<file path="src/logic/sdc_pkg.sv">
// Package of constants and types for the sleep and doze clock control block.
package sdc_pkg;

  // Register byte offsets on the APB bus.
  localparam logic [7:0] SDC_OFF_DOZE_IDLE = 8'h00;  // Doze and idle control.
  localparam logic [7:0] SDC_OFF_OSC_SEL   = 8'h04;  // Oscillator selection control.
  localparam logic [7:0] SDC_OFF_STATUS    = 8'h08;  // Sticky event status, cleared on read.
  localparam logic [7:0] SDC_OFF_MASK      = 8'h0c;  // Interrupt mask.
  localparam logic [7:0] SDC_OFF_STATE     = 8'h10;  // Live clock state, read only.

  // Field positions in the doze and idle control register.
  localparam int SDC_BIT_IDLE_SEL  = 7;  // Idle select.
  localparam int SDC_BIT_REDUCED   = 6;  // Reduced speed active.
  localparam int SDC_BIT_WAKE_FULL = 5;  // Wake full on interrupt.
  localparam int SDC_BIT_RED_RET   = 4;  // Reduced on return.
  localparam int SDC_RATIO_LSB     = 0;  // Ratio field, three bits.

  // Field positions in the oscillator selection register.
  localparam int SDC_BIT_HOLD      = 3;  // Switch hold.
  localparam int SDC_BIT_EXT_CLK   = 4;  // External clock mode selected.
  localparam int SDC_SEL_LSB       = 0;  // Source code, three bits.

  // Status and mask bit positions.
  localparam int SDC_EV_SWITCH_DONE = 0;  // Clock switch done flag.
  localparam int SDC_EV_OSC_FAIL    = 1;  // Fail-safe monitor saw a failure.
  localparam int SDC_EV_WAKE        = 2;  // Woke from sleep.

  // Reset values.
  localparam logic [7:0] SDC_RST_DOZE_IDLE = 8'h00;
  localparam logic [7:0] SDC_RST_OSC_SEL   = 8'h00;
  localparam logic [2:0] SDC_RST_MASK      = 3'h0;

  // Start-up timer length in oscillator periods and the switch settle time.
  localparam int SDC_OST_CYCLES    = 1024;
  localparam int SDC_SWITCH_CYCLES = 16;

  // Power state of the device.
  typedef enum logic [1:0] {
    SDC_RUN,
    SDC_IDLE,
    SDC_SLEEP,
    SDC_OST
  } sdc_pwr_t;

endpackage : sdc_pkg

</file>
<file path="src/logic/sdc_doze_div.sv">
// Doze divider that paces CPU instruction cycles against peripheral cycles.
`timescale 1ns/1ps
`default_nettype none
module sdc_doze_div (
  input  wire logic       i_clk,
  input  wire logic       i_rst_n,
  input  wire logic       i_periph_en,  // Peripheral instruction cycle pulse.
  input  wire logic       i_reduced,    // Reduced speed in force.
  input  wire logic [2:0] i_ratio,      // Ratio code.
  output logic            o_cpu_en      // CPU instruction cycle enable.
);
  import sdc_pkg::*;

  typedef struct packed {
    logic [7:0] cnt;
  } sdc_div_st_t;

  sdc_div_st_t s_q, s_d;  // Divider state.

  // Terminal count for a code: 000 gives 1:2, each step doubles, 111 gives 1:256.
  function automatic logic [7:0] ratio_last(input logic [2:0] code);
    logic [8:0] full;
    full = 9'h002 << code;  // RULE11
    ratio_last = 8'(full - 9'h001);
  endfunction : ratio_last

  // The CPU takes one cycle in each group of peripheral cycles.
  always_comb begin
    s_d = s_q;
    o_cpu_en = 1'b0;
    if (!i_reduced) begin
      s_d.cnt  = 8'h00;
      o_cpu_en = i_periph_en;  // RULE8
    end else if (i_periph_en) begin
      o_cpu_en = (s_q.cnt == 8'h00);  // RULE8
      s_d.cnt  = (s_q.cnt >= ratio_last(i_ratio)) ? 8'h00 : s_q.cnt + 8'h01;
    end
  end

  // Register.
  always_ff @(posedge i_clk or negedge i_rst_n) begin
    if (!i_rst_n) begin
      s_q <= '{cnt: 8'h00};
    end else begin
      s_q <= s_d;
    end
  end

endmodule : sdc_doze_div
`default_nettype wire

</file>
<file path="src/logic/sdc_ost.sv">
// Oscillator start-up timer that gates the fail-safe clock monitor.
`timescale 1ns/1ps
`default_nettype none
module sdc_ost #(
  parameter int CYCLES = sdc_pkg::SDC_OST_CYCLES
) (
  input  wire logic i_clk,
  input  wire logic i_rst_n,
  input  wire logic i_start,     // Restart the timer.
  input  wire logic i_bypass,    // External clock: no timer needed.
  output logic      o_running,   // Timer counting.
  output logic      o_expired    // Monitor may check.
);
  import sdc_pkg::*;

  localparam int W = $clog2(CYCLES + 1);

  typedef struct packed {
    logic [W-1:0] cnt;
    logic         run;
    logic         done;
  } sdc_ost_st_t;

  sdc_ost_st_t s_q, s_d;  // Timer state.

  // Next state: a start either bypasses or reloads the counter.
  always_comb begin
    s_d = s_q;
    if (i_start) begin
      if (i_bypass) begin
        s_d.run  = 1'b0;  // RULE6
        s_d.done = 1'b1;  // RULE6
      end else begin
        s_d.run  = 1'b1;  // RULE5
        s_d.done = 1'b0;  // RULE4
        s_d.cnt  = W'(CYCLES - 1);
      end
    end else if (s_q.run) begin
      if (s_q.cnt == '0) begin
        s_d.run  = 1'b0;
        s_d.done = 1'b1;  // RULE4
      end else begin
        s_d.cnt = s_q.cnt - 1'b1;
      end
    end
  end

  // Registers; after reset the timer is counting, as every reset runs it.
  always_ff @(posedge i_clk or negedge i_rst_n) begin
    if (!i_rst_n) begin
      s_q <= '{cnt: W'(CYCLES - 1), run: 1'b1, done: 1'b0};  // RULE5
    end else begin
      s_q <= s_d;
    end
  end

  assign o_running = s_q.run;
  assign o_expired = s_q.done;

endmodule : sdc_ost
`default_nettype wire

</file>
<file path="src/logic/sdc_top.sv">
// Top of the sleep, idle and doze clock control block with its APB registers.
// Notes on behaviour
// RULE1 - Sleep during pending switch abandons the switch.
// RULE2 - Wake, hold clear: new clock, flag set.
// RULE3 - Wake, hold set: old clock, request again.
// RULE4 - Fail-safe monitor checks only after timer expiry.
// RULE5 - Start-up timer runs after wake and reset.
// RULE6 - External clock skips timer; monitor active immediately.
// RULE7 - Idle select chooses idle or full sleep.
// RULE8 - Reduced speed uses ratio, else full speed.
// RULE9 - Wake-full bit clears reduced speed on interrupt.
// RULE10 - Reduced-on-return bit sets reduced speed on return.
// RULE11 - Ratio code gives one to two through 256.
// RULE12 - Debug forces full speed, stored bit untouched.
//
// Decided for this implementation: the placing of the registers and the APB interface to the registers.
`timescale 1ns/1ps
`default_nettype none
module sdc_top #(
  parameter int OST_CYCLES    = sdc_pkg::SDC_OST_CYCLES,
  parameter int SWITCH_CYCLES = sdc_pkg::SDC_SWITCH_CYCLES
) (
  input  wire logic        I_CORE_CLK,
  input  wire logic        I_RST_N,
  // APB slave.
  input  wire logic        I_PSEL,
  input  wire logic        I_PENABLE,
  input  wire logic        I_PWRITE,
  input  wire logic [7:0]  I_PADDR,
  input  wire logic [31:0] I_PWDATA,
  output logic             O_PREADY,
  output logic [31:0]      O_PRDATA,
  output logic             O_PSLVERR,
  // CPU core events.
  input  wire logic        I_SLEEP_INSN,      // One-cycle pulse: SLEEP executed.
  input  wire logic        I_WAKE,            // Level: wake source pending.
  input  wire logic        I_ISR_ENTRY,       // One-cycle pulse: interrupt taken.
  input  wire logic        I_RETURN_INT,      // One-cycle pulse: return from interrupt.
  input  wire logic        I_DEBUG,           // Level: in-circuit debug active.
  input  wire logic        I_PERIPH_EN,       // Peripheral instruction cycle pulse.
  input  wire logic        I_OSC_FAIL,        // Level: clock monitor sees no clock.
  // Clock control outputs.
  output logic             O_CPU_EN,          // CPU instruction cycle enable.
  output logic             O_CPU_CLK_RUN,     // CPU clock allowed.
  output logic             O_PERIPH_CLK_RUN,  // Peripheral clocks allowed.
  output logic [2:0]       O_ACTIVE_SEL,      // Oscillator source in use.
  output logic             O_SWITCH_REQ,      // Request to bring up the new source.
  output logic             O_FAIL_SAFE_CLOCK_MONITOR_ACTIVE,     // Fail-safe monitor checking.
  output logic             O_IRQ              // Level interrupt.
);
  import sdc_pkg::*;

  // Width of the switch settle counter.
  // It holds SWITCH_CYCLES - 1 at most, so the codes from SWITCH_CYCLES upward are never used.
  localparam int SW_W = $clog2(SWITCH_CYCLES + 1);

  typedef struct packed {
    logic [7:0]      dz;          // Doze and idle control.
    logic [7:0]      osc;         // Oscillator selection control.
    logic [2:0]      active;      // Source in use.
    logic            pend;        // Switch pending.
    logic [SW_W-1:0] sw_cnt;      // Switch settle counter.
    logic            wake_retry;  // Switch dropped on the way into sleep, taken up again at wake.
    logic [2:0]      status;      // Sticky events.
    logic [2:0]      mask;        // Interrupt mask.
    sdc_pwr_t        pwr;         // Power state.
    logic            ready;       // APB answer.
    logic [31:0]     rdata;       // APB read data.
    logic            slverr;      // APB error.
    logic            cpu_en;      // Registered CPU enable.
    logic            irq;         // Registered interrupt.
    logic            fail_safe_clock_monitor;        // Registered monitor enable.
    logic            cpu_run;     // Registered CPU clock allow.
    logic            periph_run;  // Registered peripheral clock allow.
  } sdc_top_st_t;

  sdc_top_st_t s_q, s_d;  // Whole block state.

  // Glue between the state register and the two helper modules.
  // The timer start is combinational so the reload lands on the wake edge.
  logic ost_start;    // Kick the start-up timer.
  logic ost_expired;  // Timer done or bypassed.
  logic doze_en;      // Divider output.
  logic reduced_eff;  // Reduced speed after debug override.

  // True when an address names a mapped register.
  function automatic logic addr_hit(input logic [7:0] a);
    addr_hit = (a == SDC_OFF_DOZE_IDLE) || (a == SDC_OFF_OSC_SEL) ||
               (a == SDC_OFF_STATUS) || (a == SDC_OFF_MASK) || (a == SDC_OFF_STATE);
  endfunction : addr_hit

  // Debug override is applied to the divider only, so the stored bit survives.
  assign reduced_eff = s_q.dz[SDC_BIT_REDUCED] && !I_DEBUG;  // RULE12

  // Start-up timer; the external clock selection bypasses it.
  sdc_ost #(
    .CYCLES    (OST_CYCLES)
  ) u_ost (
    .i_clk     (I_CORE_CLK),
    .i_rst_n   (I_RST_N),
    .i_start   (ost_start),
    .i_bypass  (s_q.osc[SDC_BIT_EXT_CLK]),
    .o_running (),
    .o_expired (ost_expired)
  );

  // Doze divider.
  sdc_doze_div u_div (
    .i_clk       (I_CORE_CLK),
    .i_rst_n     (I_RST_N),
    .i_periph_en (I_PERIPH_EN),
    .i_reduced   (reduced_eff),
    .i_ratio     (s_q.dz[SDC_RATIO_LSB +: 3]),
    .o_cpu_en    (doze_en)
  );

  // Main next-state logic: bus, power state, clock switch and interrupt.
  always_comb begin
    logic       setup;
    logic       access;
    logic [2:0] ev;
    setup  = 1'b0;
    access = 1'b0;
    ev     = 3'h0;
    s_d    = s_q;
    ost_start = 1'b0;
    setup  = I_PSEL && !I_PENABLE;
    access = I_PSEL && I_PENABLE && s_q.ready;

    // APB: answer one cycle after setup, with ready held only in the access.
    // Zero wait states: read data is latched at setup and stands in the access.
    // A status read therefore returns the bits seen before its own clear.
    s_d.ready  = setup;
    s_d.slverr = setup && !addr_hit(I_PADDR);
    if (setup) begin
      case (I_PADDR)
        SDC_OFF_DOZE_IDLE: s_d.rdata = {24'h000000, s_q.dz[7:4], 1'b0, s_q.dz[2:0]};
        SDC_OFF_OSC_SEL:   s_d.rdata = {27'h0000000, s_q.osc[4:0]};
        SDC_OFF_STATUS:    s_d.rdata = {29'h00000000, s_q.status};
        SDC_OFF_MASK:      s_d.rdata = {29'h00000000, s_q.mask};
        SDC_OFF_STATE:     s_d.rdata = {24'h000000, s_q.fail_safe_clock_monitor, s_q.pend,
                                        2'(s_q.pwr), 1'b0, s_q.active};
        default:           s_d.rdata = 32'h00000000;
      endcase
    end

    // Software writes take effect on the access edge.
    if (access && I_PWRITE) begin
      case (I_PADDR)
        SDC_OFF_DOZE_IDLE: begin
          s_d.dz = {I_PWDATA[7:4], 1'b0, I_PWDATA[2:0]};
        end
        SDC_OFF_OSC_SEL: begin
          s_d.osc = {3'h0, I_PWDATA[4:0]};
          if (I_PWDATA[2:0] != s_q.active) begin
            s_d.pend   = 1'b1;
            s_d.sw_cnt = SW_W'(SWITCH_CYCLES - 1);
          end else begin
            s_d.pend = 1'b0;
          end
        end
        SDC_OFF_MASK: s_d.mask = I_PWDATA[2:0];
        default: begin
          s_d.mask = s_d.mask;  // Read-only or unmapped: write ignored.
        end
      endcase
    end

    // Interrupt entry and return adjust reduced speed after any software write.
    // Return is applied last, so it wins if both strobes meet in one cycle.
    if (I_ISR_ENTRY && s_q.dz[SDC_BIT_WAKE_FULL]) begin
      s_d.dz[SDC_BIT_REDUCED] = 1'b0;  // RULE9
    end
    if (I_RETURN_INT && s_q.dz[SDC_BIT_RED_RET]) begin
      s_d.dz[SDC_BIT_REDUCED] = 1'b1;  // RULE10
    end

    // Power states.
    // RUN executes, IDLE stops only the CPU, SLEEP stops every clock,
    // and OST holds the CPU while the source starts up after a wake.
    // A switch never completes on the edge that takes the SLEEP pulse,
    // so an unfinished switch is dropped on the way into SLEEP rather than half done.
    case (s_q.pwr)
      SDC_RUN: begin
        if (s_q.pend && !s_q.osc[SDC_BIT_HOLD] && s_q.sw_cnt == '0 && !I_SLEEP_INSN) begin
          s_d.active = s_q.osc[SDC_SEL_LSB +: 3];
          s_d.pend   = 1'b0;
          ev[SDC_EV_SWITCH_DONE] = 1'b1;
        end else if (s_q.pend && s_q.sw_cnt != '0) begin
          s_d.sw_cnt = s_q.sw_cnt - 1'b1;
        end
        if (I_SLEEP_INSN) begin
          if (s_q.dz[SDC_BIT_IDLE_SEL]) begin
            s_d.pwr = SDC_IDLE;  // RULE7
          end else begin
            s_d.pwr  = SDC_SLEEP;  // RULE7
            s_d.wake_retry = s_q.pend;
            s_d.pend = 1'b0;  // RULE1
          end
        end
      end
      SDC_IDLE: begin
        // Peripherals keep running, so no start-up timer is needed.
        if (I_WAKE) begin
          s_d.pwr = SDC_RUN;
        end
      end
      SDC_SLEEP: begin
        // Only a switch that was dropped on the way into sleep is taken up again.
        // A software write made while asleep is left to the normal run path.
        if (I_WAKE) begin
          ost_start = 1'b1;  // RULE5
          s_d.pwr   = SDC_OST;
          s_d.wake_retry = 1'b0;
          ev[SDC_EV_WAKE] = 1'b1;
          if (s_q.wake_retry && (s_q.osc[SDC_SEL_LSB +: 3] != s_q.active)) begin
            if (!s_q.osc[SDC_BIT_HOLD]) begin
              s_d.active = s_q.osc[SDC_SEL_LSB +: 3];  // RULE2
              ev[SDC_EV_SWITCH_DONE] = 1'b1;  // RULE2
            end else begin
              s_d.pend   = 1'b1;  // RULE3
              s_d.sw_cnt = SW_W'(SWITCH_CYCLES - 1);
            end
          end
        end
      end
      SDC_OST: begin
        // CPU waits for the new source to settle, or goes on at once.
        if (ost_expired && !ost_start) begin
          s_d.pwr = SDC_RUN;
        end
      end
      default: s_d.pwr = SDC_RUN;
    endcase

    // Monitor watches only after the timer, never while asleep.
    // The timer's done flag still holds from the last run on the wake edge,
    // so the sleep term of the old state keeps the monitor off there.
    s_d.fail_safe_clock_monitor = ost_expired && (s_d.pwr != SDC_SLEEP) && (s_q.pwr != SDC_SLEEP);  // RULE4
    if (s_q.fail_safe_clock_monitor && I_OSC_FAIL) begin
      ev[SDC_EV_OSC_FAIL] = 1'b1;
    end

    // Status: read clears, but a new event in the same cycle wins.
    if (access && !I_PWRITE && I_PADDR == SDC_OFF_STATUS) begin
      s_d.status = 3'h0;
    end
    s_d.status = s_d.status | ev;
    s_d.irq    = |(s_d.status & s_d.mask);

    // CPU enable from the divider, off when the CPU clock is stopped.
    s_d.cpu_en = doze_en && (s_q.pwr == SDC_RUN);  // RULE8

    // Clock allows follow the next power state so they leave a flip-flop directly.
    s_d.cpu_run    = (s_d.pwr == SDC_RUN);  // RULE7
    s_d.periph_run = (s_d.pwr != SDC_SLEEP);  // RULE7
  end

  // State register.
  // Reset lands in the start-up state, so every reset runs the timer
  // and the CPU is held until the source is known to be stable.
  always_ff @(posedge I_CORE_CLK or negedge I_RST_N) begin
    if (!I_RST_N) begin
      s_q <= '{dz: SDC_RST_DOZE_IDLE, osc: SDC_RST_OSC_SEL, active: 3'h0, pend: 1'b0,
               sw_cnt: '0, wake_retry: 1'b0, status: 3'h0, mask: SDC_RST_MASK,
               pwr: SDC_OST, ready: 1'b0, rdata: 32'h00000000, slverr: 1'b0,
               cpu_en: 1'b0, irq: 1'b0, fail_safe_clock_monitor: 1'b0, cpu_run: 1'b0, periph_run: 1'b1};
    end else begin
      s_q <= s_d;
    end
  end

  // Outputs straight from flip-flops.
  // No output passes through logic, so the core sees clean levels with no glitch.
  assign O_PREADY         = s_q.ready;
  assign O_PRDATA         = s_q.rdata;
  assign O_PSLVERR        = s_q.slverr;
  assign O_CPU_EN         = s_q.cpu_en;
  assign O_CPU_CLK_RUN    = s_q.cpu_run;
  assign O_PERIPH_CLK_RUN = s_q.periph_run;
  assign O_ACTIVE_SEL     = s_q.active;
  assign O_SWITCH_REQ     = s_q.pend;
  assign O_FAIL_SAFE_CLOCK_MONITOR_ACTIVE    = s_q.fail_safe_clock_monitor;
  assign O_IRQ            = s_q.irq;

endmodule : sdc_top
`default_nettype wire

</file>
<file path="config.mk">
export PLATFORM = sky130hd
export DESIGN_NAME = sdc_top
export DESIGN_NICKNAME = d
export VERILOG_FILES = /design/src/logic/sdc_pkg.sv /design/src/logic/sdc_doze_div.sv /design/src/logic/sdc_ost.sv /design/src/logic/sdc_top.sv
export SDC_FILE = /design/constraint.sdc
export NUM_CORES = 1
export LEC_CHECK = 0
export BUFFER_PORTS_ARGS = -buffer_cell sky130_fd_sc_hd__buf_2
export CAP_MARGIN = 20
export CELL_PAD_IN_SITES_DETAIL_PLACEMENT = 1
export CELL_PAD_IN_SITES_GLOBAL_PLACEMENT = 1
export CORE_MARGIN = 5
export CORE_UTILIZATION = 41
export CTS_BUF_LIST = sky130_fd_sc_hd__clkbuf_8 sky130_fd_sc_hd__clkbuf_16
export CTS_CLUSTER_SIZE = 20
export DETAILED_ROUTE_END_ITERATION = 10
export GPL_TIMING_DRIVEN = 0
export PLACE_DENSITY_LB_ADDON = 0.25
export SYNTH_ARGS = -nofsm -noshare
export SYNTH_HDL_FRONTEND = slang
export SYNTH_SLANG_ARGS = --single-unit
</file>
<file path="constraint.sdc">
create_clock -name I_CORE_CLK -period 2.83 [get_ports I_CORE_CLK]
set_input_delay 0.7075 -clock I_CORE_CLK [delete_from_list [all_inputs] [get_ports I_CORE_CLK]]
set_output_delay 0.7075 -clock I_CORE_CLK [all_outputs]
set_load 0.05 [all_outputs]
</file>
# Yosys cells after proc, flatten, opt, wreduce, memory -nomap -nowiden
# Cells that the tools add are included.
# Widths: inputs -> output; s select.
[word_totals]
ff_bits = 90
latchBits = 0
ram_bits = 0
mem_bits_ro = 0
in_bits = 52
output_inout_bits = 43
elab_cells = 149
n_memories = 0
[op_classes]
n_addsub = 4
n_mul = 0
div_mod_pow = 0
order_cmp = 1
n_eq_ne = 20
shifts = 1
n_mux = 50
bitwise = 2
n_reduce_logical = 49
[op_table]
columns = ["operator", "n"]
rows = [
  ["$pmux 8 s5", 1],
  ["$mux 13", 2],
  ["$mux 8", 3],
  ["$mux 11", 2],
  ["$ne 2x2->1 const B", 11],
  ["$mux 5", 4],
  ["$pmux 10 s2", 1],
  ["$logic_and 1x1->1", 19],
  ["$mux 6", 3],
  ["$eq 8x4->1 const B", 2],
  ["$logic_not 8->1", 2],
  ["$mux 1", 16],
  ["$mux 15", 1],
  ["$mux 2", 7],
  ["$mux 3", 4],
  ["$logic_not 11->1", 1],
  ["$sub 11x1->11 const B", 1],
  ["$mux 10", 1],
  ["$mux 9", 1],
  ["$add 8x1->8 const B", 1],
  ["$eq 8x3->1 const B", 1],
  ["$eq 8x5->1 const B", 1],
  ["$ge 8x8->1", 1],
  ["$pmux 2 s4", 1],
  ["other kinds (23)", 40],
]

# Depth between registers and ports, before layout
[depth]
word_depth = 9
mapped_depth = 8
ltp_nobuf = 7

# Cells and area by module
# From an unflattened synthesis, not the netlist that was laid out.
[unflattened]
hier_cells = 406
area_unflattened_um2 = 4015.1
[by_module_without_submodules]
columns = ["mod", "instances", "cells_per_inst", "area_per_inst_um2", "seq_area_each_um2"]
rows = [
  ["sdc_top", 1, 238, 2473.6, 1129.8],
  ["sdc_ost", 1, 81, 787.0, 339.1],
  ["sdc_doze_div", 1, 87, 754.5, 200.2],
]

# Worst setup path after synthesis
# Ideal clock, no wire load.
[synth_path]
path_kind = "input-to-reg"
from = "input port I_PADDR[1]"
to = "register s_q[71] (netlist bit)"
setup_ns = 0.121
arrival_ns = 2.187
required_time_ns = 2.709
slack_ns = 0.522
cell_stages = 5
path_buffers = 0
cell_sequence = "or3_1 -> nand2b_1 -> nor3_4 -> mux2_2 -> a22o_1"
[synth_between]
elab_chain_cells = 3
[synth_lines]
columns = ["item", "line", "source"]
rows = [
  ["start: declaration", "sdc_top.sv:29", "input wire logic [7:0] I_PADDR,"],
  ["$logic_not 8->1", "sdc_top.sv:149", "case (I_PADDR)"],
  ["$reduce_bool 3->1 (no line)", "n/a", ""],
  ["$reduce_and 2->1 (no line)", "n/a", ""],
  ["end signal: assignment", "sdc_top.sv:264", "s_q <= '{dz: SDC_RST_DOZE_IDLE, osc: SDC_RST_OSC_SEL, active: 3'h0, pend: 1'b0,"],
  ["end: declaration", "sdc_top.sv:77", "sdc_top_st_t s_q, s_d;"],
]
# No other way between the ends.
# A chain may end at the register's enable or synchronous reset.

# Worst setup path after layout
[layout_path]
from = "register s_q[67] (netlist bit)"
to = "register u_div.s_q[6] (netlist bit)"
[layout_between]
elab_chain_cells = 6
[layout_lines]
columns = ["item", "line", "source"]
rows = [
  ["$shl 2x3->8", "sdc_doze_div.sv:23", "full = 9'h002 << code;"],
  ["$sub 8x1->8", "sdc_doze_div.sv:24", "ratio_last = 8'(full - 9'h001);"],
  ["$ge 8x8->1", "sdc_doze_div.sv:36", "s_d.cnt = (s_q.cnt >= ratio_last(i_ratio)) ? 8'h00 : s_q.cnt + 8'h01;"],
  ["$mux 8", "sdc_doze_div.sv:36", ""],
  ["$mux 8", "sdc_doze_div.sv:34", "end else if (i_periph_en) begin"],
  ["$mux 8", "sdc_doze_div.sv:31", "if (!i_reduced) begin"],
  ["end signal: assignment", "sdc_doze_div.sv:43", "s_q <= '{cnt: 8'h00};"],
  ["end: declaration", "sdc_doze_div.sv:18", "sdc_div_st_t s_q, s_d;"],
]
# No other way between the ends. The select of a mux whose other input is x is not followed.

==> results by group <==
Worst setup path
  – Crit path cell chain: o21ai_0 > ha_1 > a211oi_1 > o21ai_0 > a211oi_2 > a41oi_1 > a31oi_1
  – Req. time, crit path: around 3.1 ns
  – Worst flop-to-flop path endpoint: u_div.s_q[6]$_DFFE_PN0P_
  – Worst path slowest cell: a211oi_2
  – FF-to-FF Start: s_q[67]$_DFFE_PN0P_
  – CP Class: reg -> reg
  – Crit end category: flip-flop
  – Most used cell along the critical path: o21ai_0
  – Startpoint Class: flip-flop
  – R2R cell count: 7
  – CP max FO: 9
  – Slowest cell delay on critical path: 0.59 ns
  – Crit path arrival time: 2.67 ns
  – Worst R2R Setup Slack: roughly 0.43 ns

Clocking
  – CTS clk-pin slew, worst paths: ~0.070 ns
  – Clock buffer depth: 2
  – Clk sinks: 66
  – CTS Buf Count: 9
  – CTS tree: yes
  – Post-CTS Setup Inserts: 0
  – # resized after CTS: 0
  – Clk_lat worst skew: 0.35 ns
  – CTS Hold Bufs: 0
  – CTS root buf: clkbuf_8
  – H-tree levels: 3

Floorplanning
  – Die Wd: approximately 110 um
  – Starting Density: roughly two fifths
  – Die Y: about 110 um
  – Ports: 95
  – # rows: 35
  – Core Box Area: slightly above 0.009 mm2
  – Die outline area: between 0.01 and 0.015 mm2

Final layout
  – # fillers: roughly 1.1k
  – Finished Cell Area: around 0.0045 mm2
  – Layout Area Growth over Synthesis: 17.4%
  – Register area: roughly 0.0017 mm2
  – Final #Nets: between 500 and 600
  – Diode count: 0
  – Share of cells above drive strength 1: 30.9%
  – Footprint of the multi-input gates: roughly 0.0019 mm2
  – Non-filler instance count after layout: 571
  – Finished Core Util: between 40% and 50%

Yosys
  – Dominant cell type by area after synthesis: dfrtp_1
  – Yosys reg bits: 66
  – Synth unique cells: 67
  – Post-Syn Area: approximately 0.0038 mm2
  – Mapped Avg Cell Area: a little over 10 um2
  – Ys async rst share: 100%
  – Top FF cell, synth: dfrtp_1
  – Share of the synthesized area in the top cell type: between 30% and 40%
  – YS warnings: 0
  – Most common cell in the netlist: dfrtp_1
  – Seq/Total Area, Yosys: a little over two fifths
  – Top post-synthesis cells by area: dfrtp_1 (34%), dfstp_2 (9.6%), buf_4 (6.9%)
  – Commonest cells post-synth: dfrtp_1 (52), buf_4 (35), nand2_1 (32)
  – Post-Synthesis Cells: 378
  – EDFF count, synth: 0

STA
  – Slew Limit Headroom: a little over two fifths
  – # setup viols final: 0
  – Measured slew at the worst slew-check pin: ~0.86 ns
  – Hold Fails Final Rpt: 0
  – Slew Viols, Final: 0
  – Max Fclk: a little over 0.4 GHz
  – RSZ-0062 raised after global routing: false
  – Post-layout minimum cycle time: about 2.4 ns
  – Setup_tns: 0 ns
  – Final worst path period share: between 80% and 90%
  – Final Skew: approximately 0.011 ns

GRT
  – First-pass GRT wire length: between 15000 and 20000 um
  – GRT Resource Usage Total: between 10% and 20%
  – Grt total ovfl: 0
  – Largest net degree at the start of global routing: 67
  – Vias in the first global route: 3204
  – Initial antenna violation count: 0

Placed design
  – Dpl cells: between 500 and 600
  – Port Buf Inserts: 43
  – Routability cong.: 0.802
  – Final HPWL DP: between 7000 and 8000 um
  – Placed Area: ~0.0043 mm2

Routing
  – DR vias/cell: between 5 and 6
  – Final WL: between 9000 and 10000 um
  – Post-detailed-route count of antenna-violating nets: 0
  – Pre-antenna DRT Iters: 4
  – Drt drc: 0
  – Vias after detailed routing: 3029
  – DR iter-0 viols: a little under 80
  – Routed WL per cell: 16.7 um

Status
  – Status: complete, no violations

Hold path
  – Hold Path Class: in -> async

Pwr
  – Leak: 2.20 nW
  – Power Dens Cells: around 720 mW/mm2
  – VDD IR max: approximately 380 uV

Job
  – Max-Cap Viols: 0
cell usage in the layout (no fill, tap or decap), types with 9 or more instances in the layout:
master,netlist,routed
buf_4,35,36
clkbuf_8,0,11
mux2_2,14,14
buf_2,2,44
dfrtp_1,52,52
o21ai_0,27,27
nor3_1,9,9
a21oi_1,10,10
inv_1,21,24
nand2_1,32,32
nor2_1,19,19
dfstp_2,14,14
ha_1,11,11
nand3_1,10,10
conb_1,1,24
final cells by class:
class / count / area share, %
multi-input cells: 270 / 41.5
flip-flops and latches: 66 / 37.1
plain buffers: 44 / 6.81
repair buffers: 43 / 4.84
clock buffers: 11 / 3.36
well taps: 111 / 3.09
inverters: 21 / 1.75
clock inverters: 5 / 1.59
metrics by stage:
stage	hold slack (ns)	worst slack, ns	power, mW
global placement	0.467	0.242	2.29
CTS	0.490	0.426	3.26
finish	0.434	0.426	3.22
floorplan	0.412	0.522	2.05
detailed placement	0.474	0.214	2.33
global route	0.514	0.246	3.42
critical path, delay by kind of cell (launching register included):
kind / cells / cell delay [ns]
AOI/OAI and AO/OA: 6 / 1.52
adders and majority gates: 1 / 0.31
DFF: 1 / 0.49
report_power, final:
part | leakage (nW) | switching, mW | internal (mW)
combinational | 1.25 | 0.676 | 0.333
clock | 0.123 | 0.374 | 0.536
sequential | 0.830 | 0.163 | 1.14
metal layers:
| metal | vias to the layer above | share of wire, % | global-route usage [%] |
|---|---|---|---|
| met5 | - | 0 | 0 |
| met2 | 87 | 50 | 30.2 |
| met4 | 0 | 1.5 | 6.30 |
| li1 | 1453 | - | - |
| met3 | 13 | 4.4 | 2.23 |
| met1 | 1476 | 44 | 22.7 |
worst max path at each step:
stage / start / endpoint / slack, ns / cells past startpoint
after detailed placement: I_PADDR[2] / s_q[71]$_DFFE_PN0P_ / 0.21 / 6
after global placement: I_PADDR[1] / s_q[71]$_DFFE_PN0P_ / 0.24 / 6
final: s_q[67]$_DFFE_PN0P_ / u_div.s_q[6]$_DFFE_PN0P_ / 0.43 / 7
after CTS: s_q[67]$_DFFE_PN0P_ / u_div.s_q[6]$_DFFE_PN0P_ / 0.43 / 7
after global routing: s_q[67]$_DFFE_PN0P_ / u_div.s_q[6]$_DFFE_PN0P_ / 0.25 / 7
after floorplan: I_PADDR[1] / s_q[71]$_DFFE_PN0P_ / 0.52 / 5
flip-flops by register name, indices dropped and copies added, names as in the netlist:
name and flops:
O_FAIL_SAFE_CLOCK_MONITOR_ACTIVE 1, u_div.s_q 8, u_ost.o_expired 1, O_CPU_EN 1, s_q 26, O_CPU_CLK_RUN 1
u_ost.s_q 11, O_SWITCH_REQ 1, u_ost.o_running 1, O_PSLVERR 1, O_PRDATA 8, O_ACTIVE_SEL 3
O_PREADY 1, O_PERIPH_CLK_RUN 1, O_IRQ 1
logic make-up after synthesis:
| logic type | synth area share, % |
|---|---|
| multiplexers | 7.44 |
| buffers and inverters | 10.1 |
| AO/OA/AOI/OAI | 14.6 |
| adder cells (fa/ha/maj) | 3.59 |
| AND/OR/NAND/NOR | 19.1 |
| XOR/XNOR | 1.60 |
| other | 0.0978 |
| flip-flops | 43.5 |
Power figures use the tool's default switching activity.
